$ cat config.mk
export PLATFORM = sky130hd
export DESIGN_NAME = blc_loop
export DESIGN_NICKNAME = d
export VERILOG_FILES = /design/src/include/blc_pkg.sv /design/src/hw/blc_loop.sv /design/src/hw/blc_edge_detect.sv
export SDC_FILE = /design/constraint.sdc
export NUM_CORES = 1
export LEC_CHECK = 0
export BUFFER_PORTS_ARGS = -buffer_cell sky130_fd_sc_hd__buf_2
export CAP_MARGIN = 20
export CORE_ASPECT_RATIO = 1.1
export CORE_UTILIZATION = 60
export CTS_BUF_LIST = sky130_fd_sc_hd__clkbuf_8
export CTS_CLUSTER_DIAMETER = 50
export DETAILED_ROUTE_END_ITERATION = 8
export PLACE_DENSITY_LB_ADDON = 0.05
export SLEW_MARGIN = 20
export SYNTH_ARGS = -nofsm -noshare
export SYNTH_HDL_FRONTEND = slang
export SYNTH_SLANG_ARGS = --single-unit
$ cat constraint.sdc
create_clock -name clk_sys -period 6.85 [get_ports clk_sys]
set_input_delay 1.37 -clock clk_sys [delete_from_list [all_inputs] [get_ports clk_sys]]
set_output_delay 1.37 -clock clk_sys [all_outputs]
set_load 0.02 [all_outputs]
$ cat src/include/blc_pkg.sv
package blc_pkg;

  // ****************************************
  // Register map
  // ****************************************
  localparam logic [7:0] BLC_OFS_CLAMP_CONTROL = 8'h08;
  localparam logic [7:0] BLC_OFS_CLAMP_POSITION = 8'h09;
  localparam logic [7:0] BLC_RST_CONTROL = 8'h00;
  localparam logic [7:0] BLC_RST_POSITION = 8'h00;

  // ****************************************
  // Control field positions
  // ****************************************
  localparam int BLC_REF_LSB = 0;
  localparam int BLC_INTEG_LSB = 2;
  localparam int BLC_AVG_LSB = 4;
  localparam int BLC_LINES_LSB = 6;

  localparam logic [1:0] BLC_REF_SHIFT = 2'h1;
  localparam logic [1:0] BLC_REF_CLAMP = 2'h2;
  localparam logic [1:0] BLC_LINES_INF = 2'h3;

  // Line limits for 15/31/63 settings
  localparam logic [5:0] BLC_LINES_15 = 6'h0f;
  localparam logic [5:0] BLC_LINES_31 = 6'h1f;
  localparam logic [5:0] BLC_LINES_63 = 6'h3f;

  // Target step is sixteen converter codes
  localparam int BLC_TARGET_SHIFT = 4;
  // Smallest averaging count is 4 = 2**2, smallest divider 8 = 2**3
  localparam int BLC_AVG_BASE_LOG = 2;
  localparam int BLC_DIV_BASE_LOG = 3;

  typedef enum logic [1:0] {
    BLC_IDLE,
    BLC_DELAY,
    BLC_ACCUM,
    BLC_UPDATE
  } blc_state_t;

  // Register write strobe with its data
  typedef struct packed {
    logic wr;
    logic [7:0] addr;
    logic [7:0] data;
  } blc_reg_wr_t;

endpackage

$ cat src/hw/blc_loop.sv
`timescale 1ns/1ps
// Contract
// - Disabled loop leaves offset register software-owned
// - Enabled loop rewrites offset once per line
// - Reference select: 01 shift, 10 clamp
// - Window starts position plus one pixels after reference
// - Average 4, 8, 16 or 32 pixels
// - Target compares converter output above four LSBs
// - Error is target minus average
// - Correction is error over 8..64
// - Line field: 15, 31, 63 or unlimited
// - Stop updates after programmed line count
// - Unlimited setting updates every line
// - Range bounded only by offset register width
module blc_loop
  import blc_pkg::*;
#(
  parameter int ADC_W = 16,
  parameter int TARGET_W = 10,
  parameter int OFS_W = 10
)(
  input wire logic clk_sys,
  input wire logic sys_rst,
  input wire blc_reg_wr_t regWr,
  input wire logic [7:0] regRdAddr,
  output logic [7:0] regRdData,
  input wire logic loopEnable,
  input wire logic [TARGET_W-1:0] targetLevel,
  input wire logic ofsWr,
  input wire logic signed [OFS_W-1:0] ofsWrData,
  input wire logic scanStart,
  input wire logic pixelValid,
  input wire logic [ADC_W-1:0] adcData,
  input wire logic shift_gate_pulse,
  input wire logic external_clamp_input,
  output logic signed [OFS_W-1:0] offsetDac,
  output logic black_window_pulse,
  output logic loopActive,
  output logic updateDone
);

  // ****************************************
  // Elaboration checks
  // ****************************************
  // Coarse converter scale must cover the whole target range
  if (ADC_W < TARGET_W + BLC_TARGET_SHIFT) begin : g_bad_adc
    $error("ADC_W too small for target width");
  end
  // Saturation needs a sign bit and at least one magnitude bit
  if (OFS_W < 2) begin : g_bad_ofs
    $error("OFS_W too small");
  end

  // Converter code without its four ignored LSBs; one target step each
  localparam int COARSE_W = ADC_W - BLC_TARGET_SHIFT;
  // Sum of up to 32 coarse codes needs five extra bits
  localparam int ACC_W = COARSE_W + 5;
  // Signed difference of two coarse codes
  localparam int ERR_W = COARSE_W + 1;
  // One guard bit so the clamp sees the true sum
  localparam int SUM_W = (OFS_W > ERR_W ? OFS_W : ERR_W) + 1;
  // Two's complement limits of the offset code
  localparam logic signed [OFS_W-1:0] OFS_MAX = {1'b0, {(OFS_W-1){1'b1}}};
  localparam logic signed [OFS_W-1:0] OFS_MIN = {1'b1, {(OFS_W-1){1'b0}}};

  // ****************************************
  // Registers
  // ****************************************
  logic [7:0] controlReg_q;
  logic [7:0] positionReg_q;
  logic selControl;
  logic selPosition;

  // Only the two clamp registers exist; other offsets are ignored
  assign selControl = regWr.wr && (regWr.addr == BLC_OFS_CLAMP_CONTROL);
  assign selPosition = regWr.wr && (regWr.addr == BLC_OFS_CLAMP_POSITION);

  // Register writes
  always_ff @(posedge clk_sys or posedge sys_rst) begin
    if (sys_rst) begin
      controlReg_q <= BLC_RST_CONTROL;
      positionReg_q <= BLC_RST_POSITION;
    end else begin
      if (selControl) begin
        controlReg_q <= regWr.data;
      end
      if (selPosition) begin
        positionReg_q <= regWr.data;
      end
    end
  end

  // Field decode
  logic [1:0] refSel;
  logic [1:0] integSel;
  logic [1:0] avgSel;
  logic [1:0] linesSel;
  assign refSel = controlReg_q[BLC_REF_LSB +: 2];
  assign integSel = controlReg_q[BLC_INTEG_LSB +: 2];
  assign avgSel = controlReg_q[BLC_AVG_LSB +: 2];
  assign linesSel = controlReg_q[BLC_LINES_LSB +: 2];

  // Read mux; unmapped offsets read zero
  logic [7:0] rdMux;
  assign rdMux = (regRdAddr == BLC_OFS_CLAMP_CONTROL) ? controlReg_q :
                 (regRdAddr == BLC_OFS_CLAMP_POSITION) ? positionReg_q : 8'h00;

  // ****************************************
  // Reference edge select
  // ****************************************
  logic shiftFall;
  logic clampFall;
  logic refFall;

  // Both detectors always run; the select only picks one
  blc_edge_detect u_shift_edge (
    .clk_sys(clk_sys),
    .sys_rst(sys_rst),
    .level(shift_gate_pulse),
    .fall(shiftFall)
  );

  blc_edge_detect u_clamp_edge (
    .clk_sys(clk_sys),
    .sys_rst(sys_rst),
    .level(external_clamp_input),
    .fall(clampFall)
  );

  // Codes 00 and 11 select no reference, so the window never opens
  logic refIsShift;
  logic refIsClamp;
  assign refIsShift = (refSel == BLC_REF_SHIFT);
  assign refIsClamp = (refSel == BLC_REF_CLAMP);
  assign refFall = (refIsShift && shiftFall) || (refIsClamp && clampFall);

  // ****************************************
  // Line limit
  // ****************************************
  logic [5:0] lineCnt_q;
  logic [5:0] lineLimit;
  logic lineLimitHit;
  assign lineLimit = (linesSel == 2'h0) ? BLC_LINES_15 :
                     (linesSel == 2'h1) ? BLC_LINES_31 : BLC_LINES_63;
  // Counter saturates at 63, so it never wraps back under a limit
  // Unlimited never hits the limit
  assign lineLimitHit = (linesSel != BLC_LINES_INF) && (lineCnt_q >= lineLimit);

  // ****************************************
  // Window and averaging state machine
  // ****************************************
  // Per-line window state, delay and pixel counters, running sum
  blc_state_t state_q;
  blc_state_t state_d;
  logic [7:0] delayCnt_q;
  logic [5:0] pixCnt_q;
  logic [ACC_W-1:0] acc_q;
  logic [5:0] avgCount;
  logic [COARSE_W-1:0] adcCoarse;
  logic lastPixel;
  logic delayDone;

  // Window size, coarse pixel code and step conditions
  assign avgCount = 6'(1 << (BLC_AVG_BASE_LOG + 32'(avgSel)));
  assign adcCoarse = adcData[ADC_W-1:BLC_TARGET_SHIFT];
  assign lastPixel = pixelValid && (pixCnt_q == avgCount - 6'h01);
  assign delayDone = pixelValid && (delayCnt_q >= positionReg_q);

  // Timing of one line:
  //   edge 0   selected reference falls, detector fires at once
  //   edge 1   DELAY; each pixel strobe steps the delay count
  //   pos+1    strobe with count at position opens the window
  //   window   the next avgCount strobes are summed
  //   +1       UPDATE for one cycle, offset and strobe follow
  // A reference edge seen outside IDLE is ignored, so a second
  // edge inside a long window cannot cut the average short.
  // Next-state; a reference edge starts a window only from IDLE
  always_comb begin
    state_d = state_q;
    unique case (state_q)
      BLC_IDLE: begin
        if (refFall && loopEnable && !lineLimitHit) begin
          state_d = BLC_DELAY;
        end
      end
      BLC_DELAY: begin
        if (delayDone) begin
          state_d = BLC_ACCUM;
        end
      end
      BLC_ACCUM: begin
        if (lastPixel) begin
          state_d = BLC_UPDATE;
        end
      end
      BLC_UPDATE: begin
        state_d = BLC_IDLE;
      end
    endcase
    // Disable or a new scan aborts any window in flight
    if (!loopEnable || scanStart) begin
      state_d = BLC_IDLE;
    end
  end

  // Counters track pixel periods, not clock cycles
  always_ff @(posedge clk_sys or posedge sys_rst) begin
    if (sys_rst) begin
      state_q <= BLC_IDLE;
      delayCnt_q <= 8'h00;
      pixCnt_q <= 6'h00;
      acc_q <= '0;
    end else begin
      state_q <= state_d;
      if (state_q == BLC_IDLE) begin
        delayCnt_q <= 8'h00;
        pixCnt_q <= 6'h00;
        acc_q <= '0;
      end else if (state_q == BLC_DELAY && pixelValid && !delayDone) begin
        delayCnt_q <= delayCnt_q + 8'h01;
      end else if (state_q == BLC_ACCUM && pixelValid) begin
        pixCnt_q <= pixCnt_q + 6'h01;
        acc_q <= acc_q + ACC_W'(adcCoarse);
      end
    end
  end

  // ****************************************
  // Error and scaled correction
  // ****************************************
  logic [COARSE_W-1:0] average;
  logic signed [ERR_W-1:0] errorVal;
  logic signed [ERR_W-1:0] corr;
  logic signed [SUM_W-1:0] sumVal;
  logic signed [OFS_W-1:0] offsetNext;

  // Divide by pixel count via shift; count is a power of two
  assign average = COARSE_W'(acc_q >> (BLC_AVG_BASE_LOG + 32'(avgSel)));
  // Target zero-extended onto the coarse scale: one step is sixteen codes
  assign errorVal = $signed(ERR_W'(targetLevel)) - $signed(ERR_W'(average));
  // Arithmetic shift keeps the sign of the error
  assign corr = errorVal >>> (BLC_DIV_BASE_LOG + 32'(integSel));
  assign sumVal = SUM_W'(offsetDac) + SUM_W'(corr);
  // Clamp rather than wrap, so a large error never flips polarity
  logic satHigh;
  logic satLow;
  assign satHigh = (sumVal > SUM_W'(OFS_MAX));
  assign satLow = (sumVal < SUM_W'(OFS_MIN));
  assign offsetNext = satHigh ? OFS_MAX :
                      satLow ? OFS_MIN :
                      OFS_W'(sumVal);

  logic doUpdate;
  assign doUpdate = (state_q == BLC_UPDATE) && loopEnable && !lineLimitHit;

  // Offset register; software write only honoured while loop is off
  // Loop update and software write can never meet, enable splits them
  always_ff @(posedge clk_sys or posedge sys_rst) begin
    if (sys_rst) begin
      offsetDac <= '0;
    end else if (doUpdate) begin
      offsetDac <= offsetNext;
    end else if (ofsWr && !loopEnable) begin
      offsetDac <= ofsWrData;
    end
  end

  // Line counter counts updated lines since scan start
  always_ff @(posedge clk_sys or posedge sys_rst) begin
    if (sys_rst) begin
      lineCnt_q <= 6'h00;
    end else if (scanStart) begin
      lineCnt_q <= 6'h00;
    end else if (state_q == BLC_UPDATE && lineCnt_q != BLC_LINES_63) begin
      lineCnt_q <= lineCnt_q + 6'h01;
    end
  end

  // ****************************************
  // Registered outputs
  // ****************************************
  // Window pulse comes from the next state, so it lines up with the
  // first summed strobe; read data lags its address by one cycle
  always_ff @(posedge clk_sys or posedge sys_rst) begin
    if (sys_rst) begin
      regRdData <= 8'h00;
      black_window_pulse <= 1'b0;
      loopActive <= 1'b0;
      updateDone <= 1'b0;
    end else begin
      regRdData <= rdMux;
      black_window_pulse <= (state_d == BLC_ACCUM);
      loopActive <= loopEnable && !lineLimitHit;
      updateDone <= doUpdate;
    end
  end

endmodule

$ cat src/hw/blc_edge_detect.sv
`timescale 1ns/1ps
// ****************************************
// Falling edge detector for reference pulses
// ****************************************
module blc_edge_detect
  import blc_pkg::*;
(
  input wire logic clk_sys,
  input wire logic sys_rst,
  input wire logic level,
  output logic fall
);

  logic prev_q;

  // Registered previous level
  always_ff @(posedge clk_sys or posedge sys_rst) begin
    if (sys_rst) begin
      prev_q <= 1'b0;
    end else begin
      prev_q <= level;
    end
  end

  // One-cycle pulse on high-to-low transition
  assign fall = prev_q & ~level;

endmodule

==> results of run 1 <==
[Yosys cell counts, types with 7 or more instances]
| master | number |
|---|---|
| nand2_1 | 54 |
| o21ai_0 | 41 |
| a21o_1 | 19 |
| nand2b_1 | 10 |
| ha_1 | 53 |
| a21oi_1 | 43 |
| nor2_1 | 55 |
| xor2_1 | 26 |
| a31oi_1 | 10 |
| xnor2_1 | 18 |
| nor2b_1 | 7 |
| mux2i_1 | 35 |
| inv_1 | 35 |
| dfrtp_1 | 78 |
| clkbuf_1 | 19 |
| nor3_1 | 9 |
| mux2_2 | 22 |
| nand3_1 | 11 |
[final timing paths]
kind,from,endpoint
setup / recovery,controlReg_q[5]$_DFFE_PP0P_,offsetDac[1]$_DFFE_PP0P_
hold / removal,pixCnt_q[5]$_DFFE_PP0P_,pixCnt_q[5]$_DFFE_PP0P_
setup reg to reg,controlReg_q[5]$_DFFE_PP0P_,offsetDac[1]$_DFFE_PP0P_
hold reg to reg,pixCnt_q[5]$_DFFE_PP0P_,pixCnt_q[5]$_DFFE_PP0P_
max in group asynchronous,sys_rst,acc_q[0]$_DFFE_PP0P_
min in group asynchronous,sys_rst,u_shift_edge.prev_q$_DFF_PP0_
[cell type report]
type                       count  area share
tap                          117      0.0219
clock buffer                   9      0.0185
clock inverter                 7      0.0135
sequential                    78       0.291
inverter                      36      0.0202
multi-input combinational    510       0.564
timing repair buffer          89      0.0710
[kinds of logic after synthesis]
group / after synthesis
compound gates: 162
mux: 63
fa+ha+maj: 56
flops: 78
buf+inv: 60
simple gates: 185
xor+xnor: 44
[through the flow]
| step | std cells | instance area [µm²] | util | hold WS, ns |
|---|---|---|---|---|
| after floorplan | 648 | 5960 | - | 0.452 |
| after global routing | 846 | 6700 | 0.706 | 0.535 |
| after global placement | 829 | 6460 | 0.680 | 0.477 |
| after CTS | 845 | 6670 | 0.703 | 0.493 |
| final | 846 | 6700 | 0.706 | 0.495 |
| after detailed placement | 829 | 6460 | 0.680 | 0.482 |
[state kept, by name, indices dropped and copies added (netlist names)]
register             count
positionReg_q            8
acc_q                   17
controlReg_q             8
delayCnt_q               8
black_window_pulse       1
updateDone               1
loopActive               1
offsetDac               10
regRdData                8
u_clamp_edge.prev_q      1
state_q                  2
lineCnt_q                6
pixCnt_q                 6
u_shift_edge.prev_q      1
[metal layers]
layer / GRT usage / wire length [µm] / up-vias
met3: 0.0394 / 400 / 28
met1: 0.329 / 5800 / 2365
met4: 0.119 / 319 / 0
li1: - / - / 2486
met5: 0 / 0 / -
met2: 0.470 / 6740 / 97
[power by group]
part           internal (W)  switching [W]  total (W)  leakage, nW
sequential         0.000474      0.0000167   0.000491         1.05
combinational      0.000149       0.000188   0.000338         2.05
clock              0.000204       0.000183   0.000387        0.116
==> results.md, run 1 <==
- For this block, the routed nets add up to 13.3 mm of wire.
- The floorplan die area is 10300 µm².
- The normalized max-slew margin is 0.346.
- For this configuration, the core starts out at a cell density of 0.628.
- The area share of xor/xnor cells in the synthesized design is 0.0647.
- During I/O placement, the number of pins put on the boundary was 90.
- The static leakage is 3.21 nW.
- The area of the mapped netlist is between 5000 and 6000 µm².
- The H-tree was split into 3 levels.
- STA classifies the critical path startpoint as a flip-flop.
- The largest net degree at the start of global routing is between 70 and 80.
- The fraction of registers with async set/reset is 1.00.
- The placement-stage worst setup slack is around 0.53 ns.
- The clock-pin transition on the worst setup and hold timing paths is ~0.080 ns.
- The number of different library cells used by synthesis comes to 60.
- Sorting the synthesized cells by area gives the leading types as dfrtp_1 (33%), ha_1 (11%), mux2i_1 (5.9%).
- The depth of the worst register-to-register path is 24.
- The proportion of layout cells with a drive suffix above 1 is 0.199.
- The main combinational cell family by area after synthesis is compound AO/OA/AOI/OAI gates.
- The power density over cell area is approximately 180 nW/µm².
- The most used flip-flop cell after synthesis is dfrtp_1.
- The net count of the finished layout is 849.
- The longest individual stage delay on the worst path is about 0.6 ns.
- The die is between 90 and 100 µm wide.
- The clock passes through at most 2 buffers.
- The total setup buffers inserted after CTS is 0.
- The multi-input combinational cells in the finished layout cover a total of approximately 3800 µm².
- The number of diodes added for antenna fixing is 0.
- Timing would allow up to between 150 and 200 MHz.
- The type of element capturing the critical path is a flip-flop.
- Once the clock tree was built, the resizer swapped 0 gates to a different size.
- Each instance of the synthesized netlist takes up on average 9.20 µm².
- Buffers inserted to repair hold after CTS numbered 0.
- The post-detailed-route via-to-cell ratio is 5.88.
- The routed layout has 4976 vias.
- The clock tree root driver cell is clkbuf_8.
- The later-pin clock latency in the skew report is approximately 0.36 ns.
- The mux cell area share after synthesis is 0.123.
- Of the total synthesized cell area, the portion taken by full adders, half adders and majority gates is 0.121.
- The area growth from synthesis to layout is 12.4%.
- The number of nets in the synthesized netlist is between 700 and 800.
- The critical path contains buffers and inverters numbering 0 combined.
- Summed over all layers, the global routing overflow is 0.
- Setup slack on the worst reg-to-reg path comes out at between 0.7 and 0.8 ns.
- Setup violations remaining at the end of the flow were counted as 0.
- The run finished with clean final reports.
- The starting DRC count in detailed routing is about 180.
- The first global-routing pass estimated 22.5 mm of wire.
- For the worst setup path, the data arrival time is 6.30 ns.
- The number of synthesized flops with an enable pin is 0.
- For the worst setup path, the data required time is 7.09 ns.
- The number of warnings printed during yosys synthesis is 0.
- The largest driver fanout on the critical path is 9.
- The top-area cell type share of the netlist area is 0.327.
- The TritonCTS buffer count is 9.
- Synthesis handed over a netlist of 648 instances.
- At the end of routability-driven placement, the weighted congestion stood at roughly 0.9.
- For this run, the detailed router's first-pass iteration total came to 4.
- The number of fillers in the final layout is a little under 800.
- The critical path in this run is classified as reg -> reg.
- The sum of internal, switching and leakage power is approximately 0.0012 W.
- Across the VDD grid, the largest voltage drop is 125 µV.
- On the final layout, the worst clock skew is about 0.0098 ns.
- The number of antenna violations at the first check in global routing is 0.
- Counting every sink on the clock net gives 78.
- The most used cell along the critical path is o21ai_0.
- The slowest cell on the critical path is dfrtp_1.
- The number of max-cap violations is 0.
- The library cell used most frequently in the layout, excluding fill and tap cells, is buf_2.
- The kind of cell with the highest combined delay along the critical path is compound AO/OA/AOI/OAI gates.
- The total of buffers placed on input and output ports is between 80 and 90.
- The depth of the critical timing path with buffers and inverters included is 24.
- The clock tree from TritonCTS is yes.
- Across every metal layer, demand over resource in global routing totals 0.269.
- Traced cell by cell, the critical path runs through mux2_2 > nand2_1 > o21ai_0 > ha_1 > fa_1 > nor2b_1 > o21ai_0 > a21o_1 > a21oi_1 > a31o_2 > xor2_1 > a211oi_1 > a21oi_1 > mux2i_1 > ha_1 > a21oi_1 > o21ai_0 > nor4_1 > o21bai_1 > a31oi_1 > o21ai_0 > a41oi_1 > nor3_1 > or3_1.
- The count of nets left with antenna violations once routing finished came out at 0.
- Setup total negative slack on the finished layout was measured at 0 ns.
- In the post-route analysis, the smallest setup slack over all paths is between 0.7 and 0.8 ns.
- After detailed routing, the number of remaining DRC violations is 0.
- The wire-length estimate of the detail-placed layout is around 10 mm.
- The register area share after synthesis is 0.327.
- In the final layout, flip-flops and latches occupy about 2000 µm².
- Setup repair after global routing left no endpoint under its margin.
- Of the total synthesized cell area, the portion taken by AND, OR, NAND and NOR gates is 0.150.
- The transition time of the tightest slew-check pin is 0.978 ns.
- The top cell types in the final layout, fill and taps aside, are buf_2 (85), dfrtp_1 (78), nor2_1 (55).
- The cell type contributing the most total cell area after synthesis is dfrtp_1.
- Counting instances, the worst hold path has a depth of 1.
- The complex-gate fraction of the synthesized area is 0.174.
- In the final routed layout, each cell accounts on average for between 15 and 20 µm.
- The final period demand of the worst path is slightly above 6 ns.
- The final count of pins violating max slew came to 0.
- The number of global-route vias before repair is 5000.
- The core outline area is about 9500 µm².
- The number of failing hold endpoints at the final stage came to 0.
- After floorplanning, the core was divided into 37 placement rows.
- The tightest min-delay check is of the reg -> reg type.
- Counting flops and latches in the post-synthesis netlist gives 78.
- Dividing the final minimum period by the clock period gives 0.885.
- The overall die height is between 100 and 150 µm.
Note: power is estimated with default switching activity, not from simulation.
==> run 2: changes to the inputs <==
Settings changed: CORE_UTILIZATION 60 to 30, GPL_TIMING_DRIVEN set to 0, PLACE_DENSITY set to 0.54, PLACE_DENSITY_LB_ADDON 0.05 to not set.
==> run 2 against run 1 <==
- clock-buffer cell count stayed put
- combinational power is 4% higher
- final cell count is 18% higher
- worst hold slack better by 0.016 ns
- sequential share of layout area is 1.0 points lower
- clock skew is 0.0027 ns higher
- core utilization is 35 points lower
- largest cell class unchanged
==> results.md, run 2 (synthesis results as in run 1) <==
- The run finished with clean final reports.
- The half-perimeter wire length after detailed placement is 11.3 mm (+10%).
- The final period demand of the worst path was 6.23 ns (+0.167 ns).
- The wire length per cell was 14.1 µm (-10%).
- The critical path start-end classification is reg -> reg.
- The weighted congestion reported at the end of routability-driven placement is 0.828 (-6.0%).
- The largest net degree at the start of global routing is 45 (-43%).
- The number of global-route vias before repair came to 4725 (-5.5%).
- The number of failing hold endpoints at the final stage was 0 (unchanged).
- The kind of path behind the tightest hold check is reg -> reg.
- The first-pass iteration count of the detailed router is 4 (unchanged).
- The register ranked first by flip-flop count is acc_q.
- The met3 layer wire length in the routed design came to 430 µm (+7.5%).
- The number of max-cap violations is 0 (unchanged).
- The detailed-route wire length on metal 1 is 6.17 mm (+6.4%).
- The summed negative setup slack over all endpoints came to 0 ns (unchanged).
- Tracing the worst setup path back leads to its startpoint at controlReg_q[5]$_DFFE_PP0P_.
- The remaining antenna violation count is 0 (unchanged).
- The floorplan die area is 20400 µm² (+98%).
- The most common cell after layout, fill and taps aside is buf_2.
- The routed wire length on met2 is 7.24 mm (+7.5%).
- The number of DRC violations after detailed routing came to 0 (unchanged).
- The static leakage is 3.22 nW (+0.47%).
- The number of top-level design ports came to 90 (unchanged).
- The data arrival at the endpoint of the critical path came to 6.52 ns (+0.22 ns).
- The normalized max-slew margin is 0.511 (+0.165).
- The clock skew was 0.0125 ns (+0.00269 ns).
- The TritonCTS buffer count is 9 (unchanged).
- The effective utilization at floorplan is 0.309 (-0.319).
- The largest driver fanout on the critical path is 10 (+1).
- The depth of the worst register-to-register path is 25 (+4.2%).
- The hold buffer count at cts is 0 (unchanged).
- The total setup buffers inserted after CTS was 0 (unchanged).
- The die width is 136 µm (+41%).
- The number of fillers in the final layout is 2005 (+160%).
- The maximum clock frequency was 160 MHz (-2.7%).
- The total of cells resized after clock tree synthesis is 0 (unchanged).
- The net count of the finished layout was 869 (+2.4%).
- The final count of pins violating max slew is 0 (unchanged).
- The total number of vias is 4886 (-1.8%).
- The core outline area is 19300 µm² (+100%).
- The later-pin clock latency in the skew report is 0.38 ns (+0.02 ns).
- The routed wire length was 14.0 mm (+5.9%).
- The root buffer cell chosen for the clock tree is clkbuf_8.
- The clock tree from TritonCTS is yes.
- The global routing usage summed across all routing layers is 0.145 (-0.123).
- The area growth from synthesis to final layout is 16.6%.
- The type of element capturing the critical path is a flip-flop.
- The worst voltage drop across the vdd grid is 92.0 µV (-27%).
- The slack of the critical path was 0.618 ns (-0.167 ns).
- The starting DRC count in detailed routing came to 200 (+12%).
- The post-detailed-route via-to-cell ratio is 4.91 (-17%).
- In the layout the commonest cells are buf_2 (85), dfrtp_1 (78), nor2_1 (55).
- STA classifies the critical path startpoint as a flip-flop.
- The critical path ends at offsetDac[3]$_DFFE_PP0P_.
- The clock-pin transition on the worst setup and hold timing paths is 0.08 ns (about the same).
- The CTS H-tree depth came to 3 (unchanged).
- The number of flip-flops under the largest register name is 17 (unchanged).
- The period utilization is 0.910 (+0.0243).
- The sum of overflow across all layers after global routing was 0 (unchanged).
- The worst reg2reg path endpoint is offsetDac[3]$_DFFE_PP0P_.
- The largest registers in the layout are acc_q (17), offsetDac (10).
- The first-pass GRT wire length is 23.2 mm (+3.0%).
- The power density over cell area was 177 nW/µm² (-2.6%).
- Routed signal wires occupy layers up through met4.
- The startpoint of the worst-slack reg-to-reg timing path is controlReg_q[5]$_DFFE_PP0P_.
- The worst path required time is 7.14 ns (+0.05 ns).
- The utilization after layout is 0.360 (-0.346).
- The count of endpoints failing setup in the final report is 0 (unchanged).
- The overall die height is 150 µm (+41%).
- The buffer levels on the longest clock path is 2 (unchanged).
- The transition time of the tightest slew-check pin is 0.732 ns (-0.246 ns).
- The total of buffers placed on input and output ports is 84 (-1.2%).
- Setup repair after global routing left no endpoint under its margin.
- The slack of the worst reg-to-reg path is 0.62 ns (-0.17 ns).
- The proportion of layout cells with a drive suffix above 1 came to 0.196 (-0.00264).
- The worst hold margin is 0.511 ns (+0.0158 ns).
- The CTS sink count came to 78 (unchanged).
- The slowest cell on the critical path is a21boi_0.
- The number of diodes added for antenna fixing is 0 (unchanged).
- The placement-stage worst setup slack is 0.175 ns (-0.355 ns).
- The number of placement rows is 53 (+43%).
- The number of antenna violations at the first check in global routing is 0 (unchanged).
- The longest individual stage delay on the worst path came to 0.48 ns (-0.12 ns).
==> run 2: how the worst min path moves through the flow <==
stage / end / from / cells past startpoint / slack, ns
6_report: pixCnt_q[5]$_DFFE_PP0P_ / pixCnt_q[5]$_DFFE_PP0P_ / 1 / 0.51
5_1_grt: pixCnt_q[5]$_DFFE_PP0P_ / pixCnt_q[5]$_DFFE_PP0P_ / 1 / 0.53
2_1_floorplan: pixCnt_q[5]$_DFFE_PP0P_ / pixCnt_q[5]$_DFFE_PP0P_ / 1 / 0.45
3_3_place_gp: pixCnt_q[5]$_DFFE_PP0P_ / pixCnt_q[5]$_DFFE_PP0P_ / 1 / 0.48
4_1_cts: pixCnt_q[5]$_DFFE_PP0P_ / pixCnt_q[5]$_DFFE_PP0P_ / 1 / 0.51
3_5_place_dp: pixCnt_q[5]$_DFFE_PP0P_ / pixCnt_q[5]$_DFFE_PP0P_ / 1 / 0.50
==> run 2: worst max-delay path: cells and delay by family, from the launching register on <==
| kind | cells | cell delay (ns) |
|---|---|---|
| AOI/OAI and AO/OA | 11 | 2.70 |
| DFF | 1 | 0.33 |
| xor gates and xnor gates | 1 | 0.14 |
| adders and majority gates | 3 | 0.95 |
| and+or+nand+nor | 4 | 0.53 |
| muxes | 3 | 0.67 |
| buffers and inverters | 3 | 0.82 |
==> run 2: per-stage QoR <==
stage	std cells	cell area (µm²)	total power (W)
after floorplan	648	5960	0.000754
after global placement	979	6690	0.000845
after detailed placement	980	6710	0.000847
after CTS	996	6930	0.00124
after global routing	996	6950	0.00131
final	996	6950	0.00123
==> run 2: per-layer routing <==
layer	up-vias	GRT usage
met1	2289	0.169
met5	-	0
met4	0	0.0394
li1	2514	-
met3	15	0.0305
met2	68	0.265
==> run 2: report_power, final <==
part | switching, W | internal [W] | total (W)
registers | 0.0000139 | 0.000474 | 0.000488
logic | 0.000198 | 0.000152 | 0.000350
clock network | 0.000184 | 0.000206 | 0.000390
==> run 2: cell type report <==
cell class | instances | area, µm² | share of cell area
flip-flops and latches | 78 | 1950 | 0.281
clock inverters | 7 | 97.6 | 0.0140
multi-input cells | 510 | 3790 | 0.545
well taps | 247 | 309 | 0.0445
repair buffers | 85 | 440 | 0.0634
clock buffers | 9 | 124 | 0.0178
plain buffers | 24 | 100 | 0.0144
inverters | 36 | 138 | 0.0198
==> run 3: changes to the inputs <==
Settings changed: CTS_BUF_LIST sky130_fd_sc_hd__clkbuf_8 to sky130_fd_sc_hd__clkbuf_4.
==> run 3 against run 2 <==
- maximum frequency fell by 0.42%
- die area did not move
- register-to-register slack got worse by 0.03 ns
- worst setup slack got worse by 0.026 ns
- design area fell by 0.72%
- clock skew rose by 0.0076 ns
- combinational power barely moved
- largest power group unchanged
- clock-buffer cell count rose by 1
- routed wire length rose by 0.29%
- total power fell by 4.8%
==> results.md, run 3 (synthesis results as in run 1) <==
- The slack of the worst reg-to-reg path was 0.59 ns (-0.03 ns).
- The transition time of the tightest slew-check pin is 0.735 ns (+0.00235 ns).
- The worst reg2reg path endpoint is offsetDac[3]$_DFFE_PP0P_.
- The number of global-route vias before repair is 4736 (+0.23%).
- The number of max-cap violations is 0 (unchanged).
- The buffer levels on the longest clock path is 2 (unchanged).
- The most common cell after layout, fill and taps aside is buf_2.
- The normalized max-slew margin came to 0.509 (-0.00157).
- The die width is 136 µm (unchanged).
- The number of placement rows came to 53 (unchanged).
- Setup repair after global routing left no endpoint under its margin.
- The clock skew came to 0.0201 ns (+0.00761 ns).
- The proportion of layout cells with a drive suffix above 1 is 0.198 (+0.00134).
- Among all stages on the critical path, the largest delay is contributed by a21boi_0.
- The family of cells with the greatest summed delay on the critical path is compound AO/OA/AOI/OAI gates.
- The register ranked first by flip-flop count is acc_q.
- The first-pass iteration count of the detailed router is 4 (unchanged).
- The total setup buffers inserted after CTS was 0 (unchanged).
- The static leakage is 3.20 nW (-0.74%).
- The clock tree from TritonCTS is yes.
- The data arrival at the endpoint of the critical path was 6.63 ns (+0.11 ns).
- The worst hold margin is 0.517 ns (+0.00606 ns).
- The power density over cell area is 169 nW/µm² (-4.1%).
- The top cell types in the final layout, fill and taps aside, are buf_2 (85), dfrtp_1 (78), nor2_1 (55).
- In the final layout, the registers with the most flip-flops are acc_q (17), offsetDac (10).
- The part of the power in registers is 0.418 (+0.020).
- The count of buffering cells on the critical path with inverters included came to 3 (unchanged).
- The core outline area was 19300 µm² (unchanged).
- The post-detailed-route via-to-cell ratio was 4.93 (+0.47%).
- The routed wire length is 14.1 mm (+0.29%).
- The final count of pins violating max slew is 0 (unchanged).
- The sum of internal, switching and leakage power is 0.00117 W (-4.8%).
- The relative contribution of the clock network to total power came to 0.282 (-0.036).
- The number of top-level design ports is 90 (unchanged).
- The longest individual stage delay on the worst path is 0.48 ns (about the same).
- The weighted congestion reported at the end of routability-driven placement is 0.828 (unchanged).
- The worst voltage drop across the vdd grid is 83.6 µV (-9.1%).
- The number of flip-flops under the largest register name is 17 (unchanged).
- The remaining antenna violation count is 0 (unchanged).
- The wire length per cell is 14.1 µm (+0.18%).
- The path with the worst hold slack has its endpoint at pixCnt_q[5]$_DFFE_PP0P_.
- The overall die height is 150 µm (unchanged).
- The half-perimeter wire length after detailed placement came to 11.3 mm (unchanged).
- The net switching power is 0.000388 W (-2.0%).
- The placement-stage cell area is 6710 µm² (unchanged).
- The number of DRC violations after detailed routing came to 0 (unchanged).
- The maximum clock frequency is 160 MHz (-0.42%).
- The run finished with clean final reports.
- The largest driver fanout on the critical path came to 10 (unchanged).
- The critical path start-end classification is reg -> reg.
- The total of buffers placed on input and output ports was 84 (unchanged).
- The worst path required time was 7.23 ns (+0.09 ns).
- The summed negative setup slack over all endpoints came to 0 ns (unchanged).
- The number of non-filler instances in the completed layout is 997 (+0.10%).
- The final period demand of the worst path is 6.26 ns (+0.0262 ns).
- The depth of the worst register-to-register path came to 25 (unchanged).
- The final non-filler cell area is 6900 µm² (-0.72%).
- The worst setup path is captured at a flip-flop.
- The starting DRC count in detailed routing is 224 (+12%).
- The largest net degree at the start of global routing is 45 (unchanged).
- The CTS H-tree depth is 3 (unchanged).
- The TritonCTS buffer count is 9 (unchanged).
- The number of cells traversed by the worst hold path is 1 (unchanged).
- The clock tree root driver cell is clkbuf_4.
- The CTS sink count is 78 (unchanged).
- The count of placed standard cells including taps is 980 (unchanged).
- The type of origin of the critical path is a flip-flop.
- The sum of overflow across all layers after global routing is 0 (unchanged).
- The global routing usage summed across all routing layers is 0.145 (-0.000289).
- The number of antenna violations at the first check in global routing is 1 (+1).
- The later-pin clock latency in the skew report came to 0.46 ns (+0.08 ns).
- The area growth from synthesis to final layout is 15.7%.
- The share of total power in combinational logic came to 0.300 (+0.015).
- The period utilization is 0.914 (+0.00382).
- The total number of vias is 4914 (+0.57%).
- The startpoint identified for the worst hold timing path is pixCnt_q[5]$_DFFE_PP0P_.
- The number of failing hold endpoints at the final stage is 0 (unchanged).
- The effective utilization at floorplan is 0.309 (unchanged).
- The switching share of power is 0.332 (+0.00963).
- The count of endpoints failing setup in the final report came to 0 (unchanged).
- The net count of the finished layout is 869 (unchanged).
- In this run the worst hold path is classified as reg -> reg.
- The worst register-to-register path begins at controlReg_q[5]$_DFFE_PP0P_.
- The clock-pin transition on the worst setup and hold timing paths is 0.13 ns (+0.05 ns).
- The floorplan die area came to 20400 µm² (unchanged).
- The first-pass GRT wire length is 23.1 mm (about the same).
- The cell internal power dissipation was 0.000781 W (-6.2%).
-- run 3: changes by cell type in the layout (fill, tap and decap cells not counted), sizes merged --
cell / previous run / this run
inv: 37 / 36
clkbuf: 29 / 30
diode: 0 / 1
-- run 3: per-stage QoR --
stage | util | setup slack (ns)
detailed placement | 0.348 | 0.175
global route | 0.357 | 0.0335
floorplan | - | 1.34
CTS | 0.357 | 0.153
global placement | 0.347 | 0.215
finish | 0.357 | 0.592
-- run 3: how the worst max path moves through the flow --
stage                                start                        to  cells after the start
5_1_grt        controlReg_q[5]$_DFFE_PP0P_  offsetDac[7]$_DFFE_PP0P_                     25
6_report       controlReg_q[5]$_DFFE_PP0P_  offsetDac[3]$_DFFE_PP0P_                     25
3_5_place_dp   controlReg_q[5]$_DFFE_PP0P_  offsetDac[1]$_DFFE_PP0P_                     25
3_3_place_gp   controlReg_q[5]$_DFFE_PP0P_  offsetDac[8]$_DFFE_PP0P_                     24
2_1_floorplan               targetLevel[0]  offsetDac[1]$_DFFE_PP0P_                     22
4_1_cts        controlReg_q[5]$_DFFE_PP0P_  offsetDac[1]$_DFFE_PP0P_                     25
-- run 3: final cells by class --
cell class | instances | area [µm²]
Fill cell | 2015 | 12400
Antenna cell | 1 | 2.50
Buffer | 24 | 100
Sequential cell | 78 | 1950
Timing Repair Buffer | 85 | 440
Inverter | 36 | 138
Clock inverter | 6 | 93.8
Multi-Input combinational cell | 510 | 3790
Clock buffer | 10 | 75.1
Tap cell | 247 | 309
-- run 3: what timing repair did --
action | in CTS | in global routing
hold buffers | 0 | 0
endpoints found under the hold margin | 0 | 0
endpoints found under the setup margin | 0 | 9
resized for setup | 0 | 3
-- run 3: layer usage --
metal	GRT usage	part of all wire	up-vias
met5	0	0	-
met4	0.0461	0.013	0
met3	0.0264	0.027	16
met2	0.265	0.51	65
met1	0.168	0.45	2318
li1	-	-	2515
-- run 3: power by group through the flow --
stage,logic [W],registers (W),clock network [W]
final,0.000350,0.000489,0.000330
after global routing,0.000396,0.000491,0.000362
after CTS,0.000350,0.000489,0.000341
after detailed placement,0.000349,0.000498,0
after global placement,0.000347,0.000498,0
after floorplan,0.000250,0.000504,0
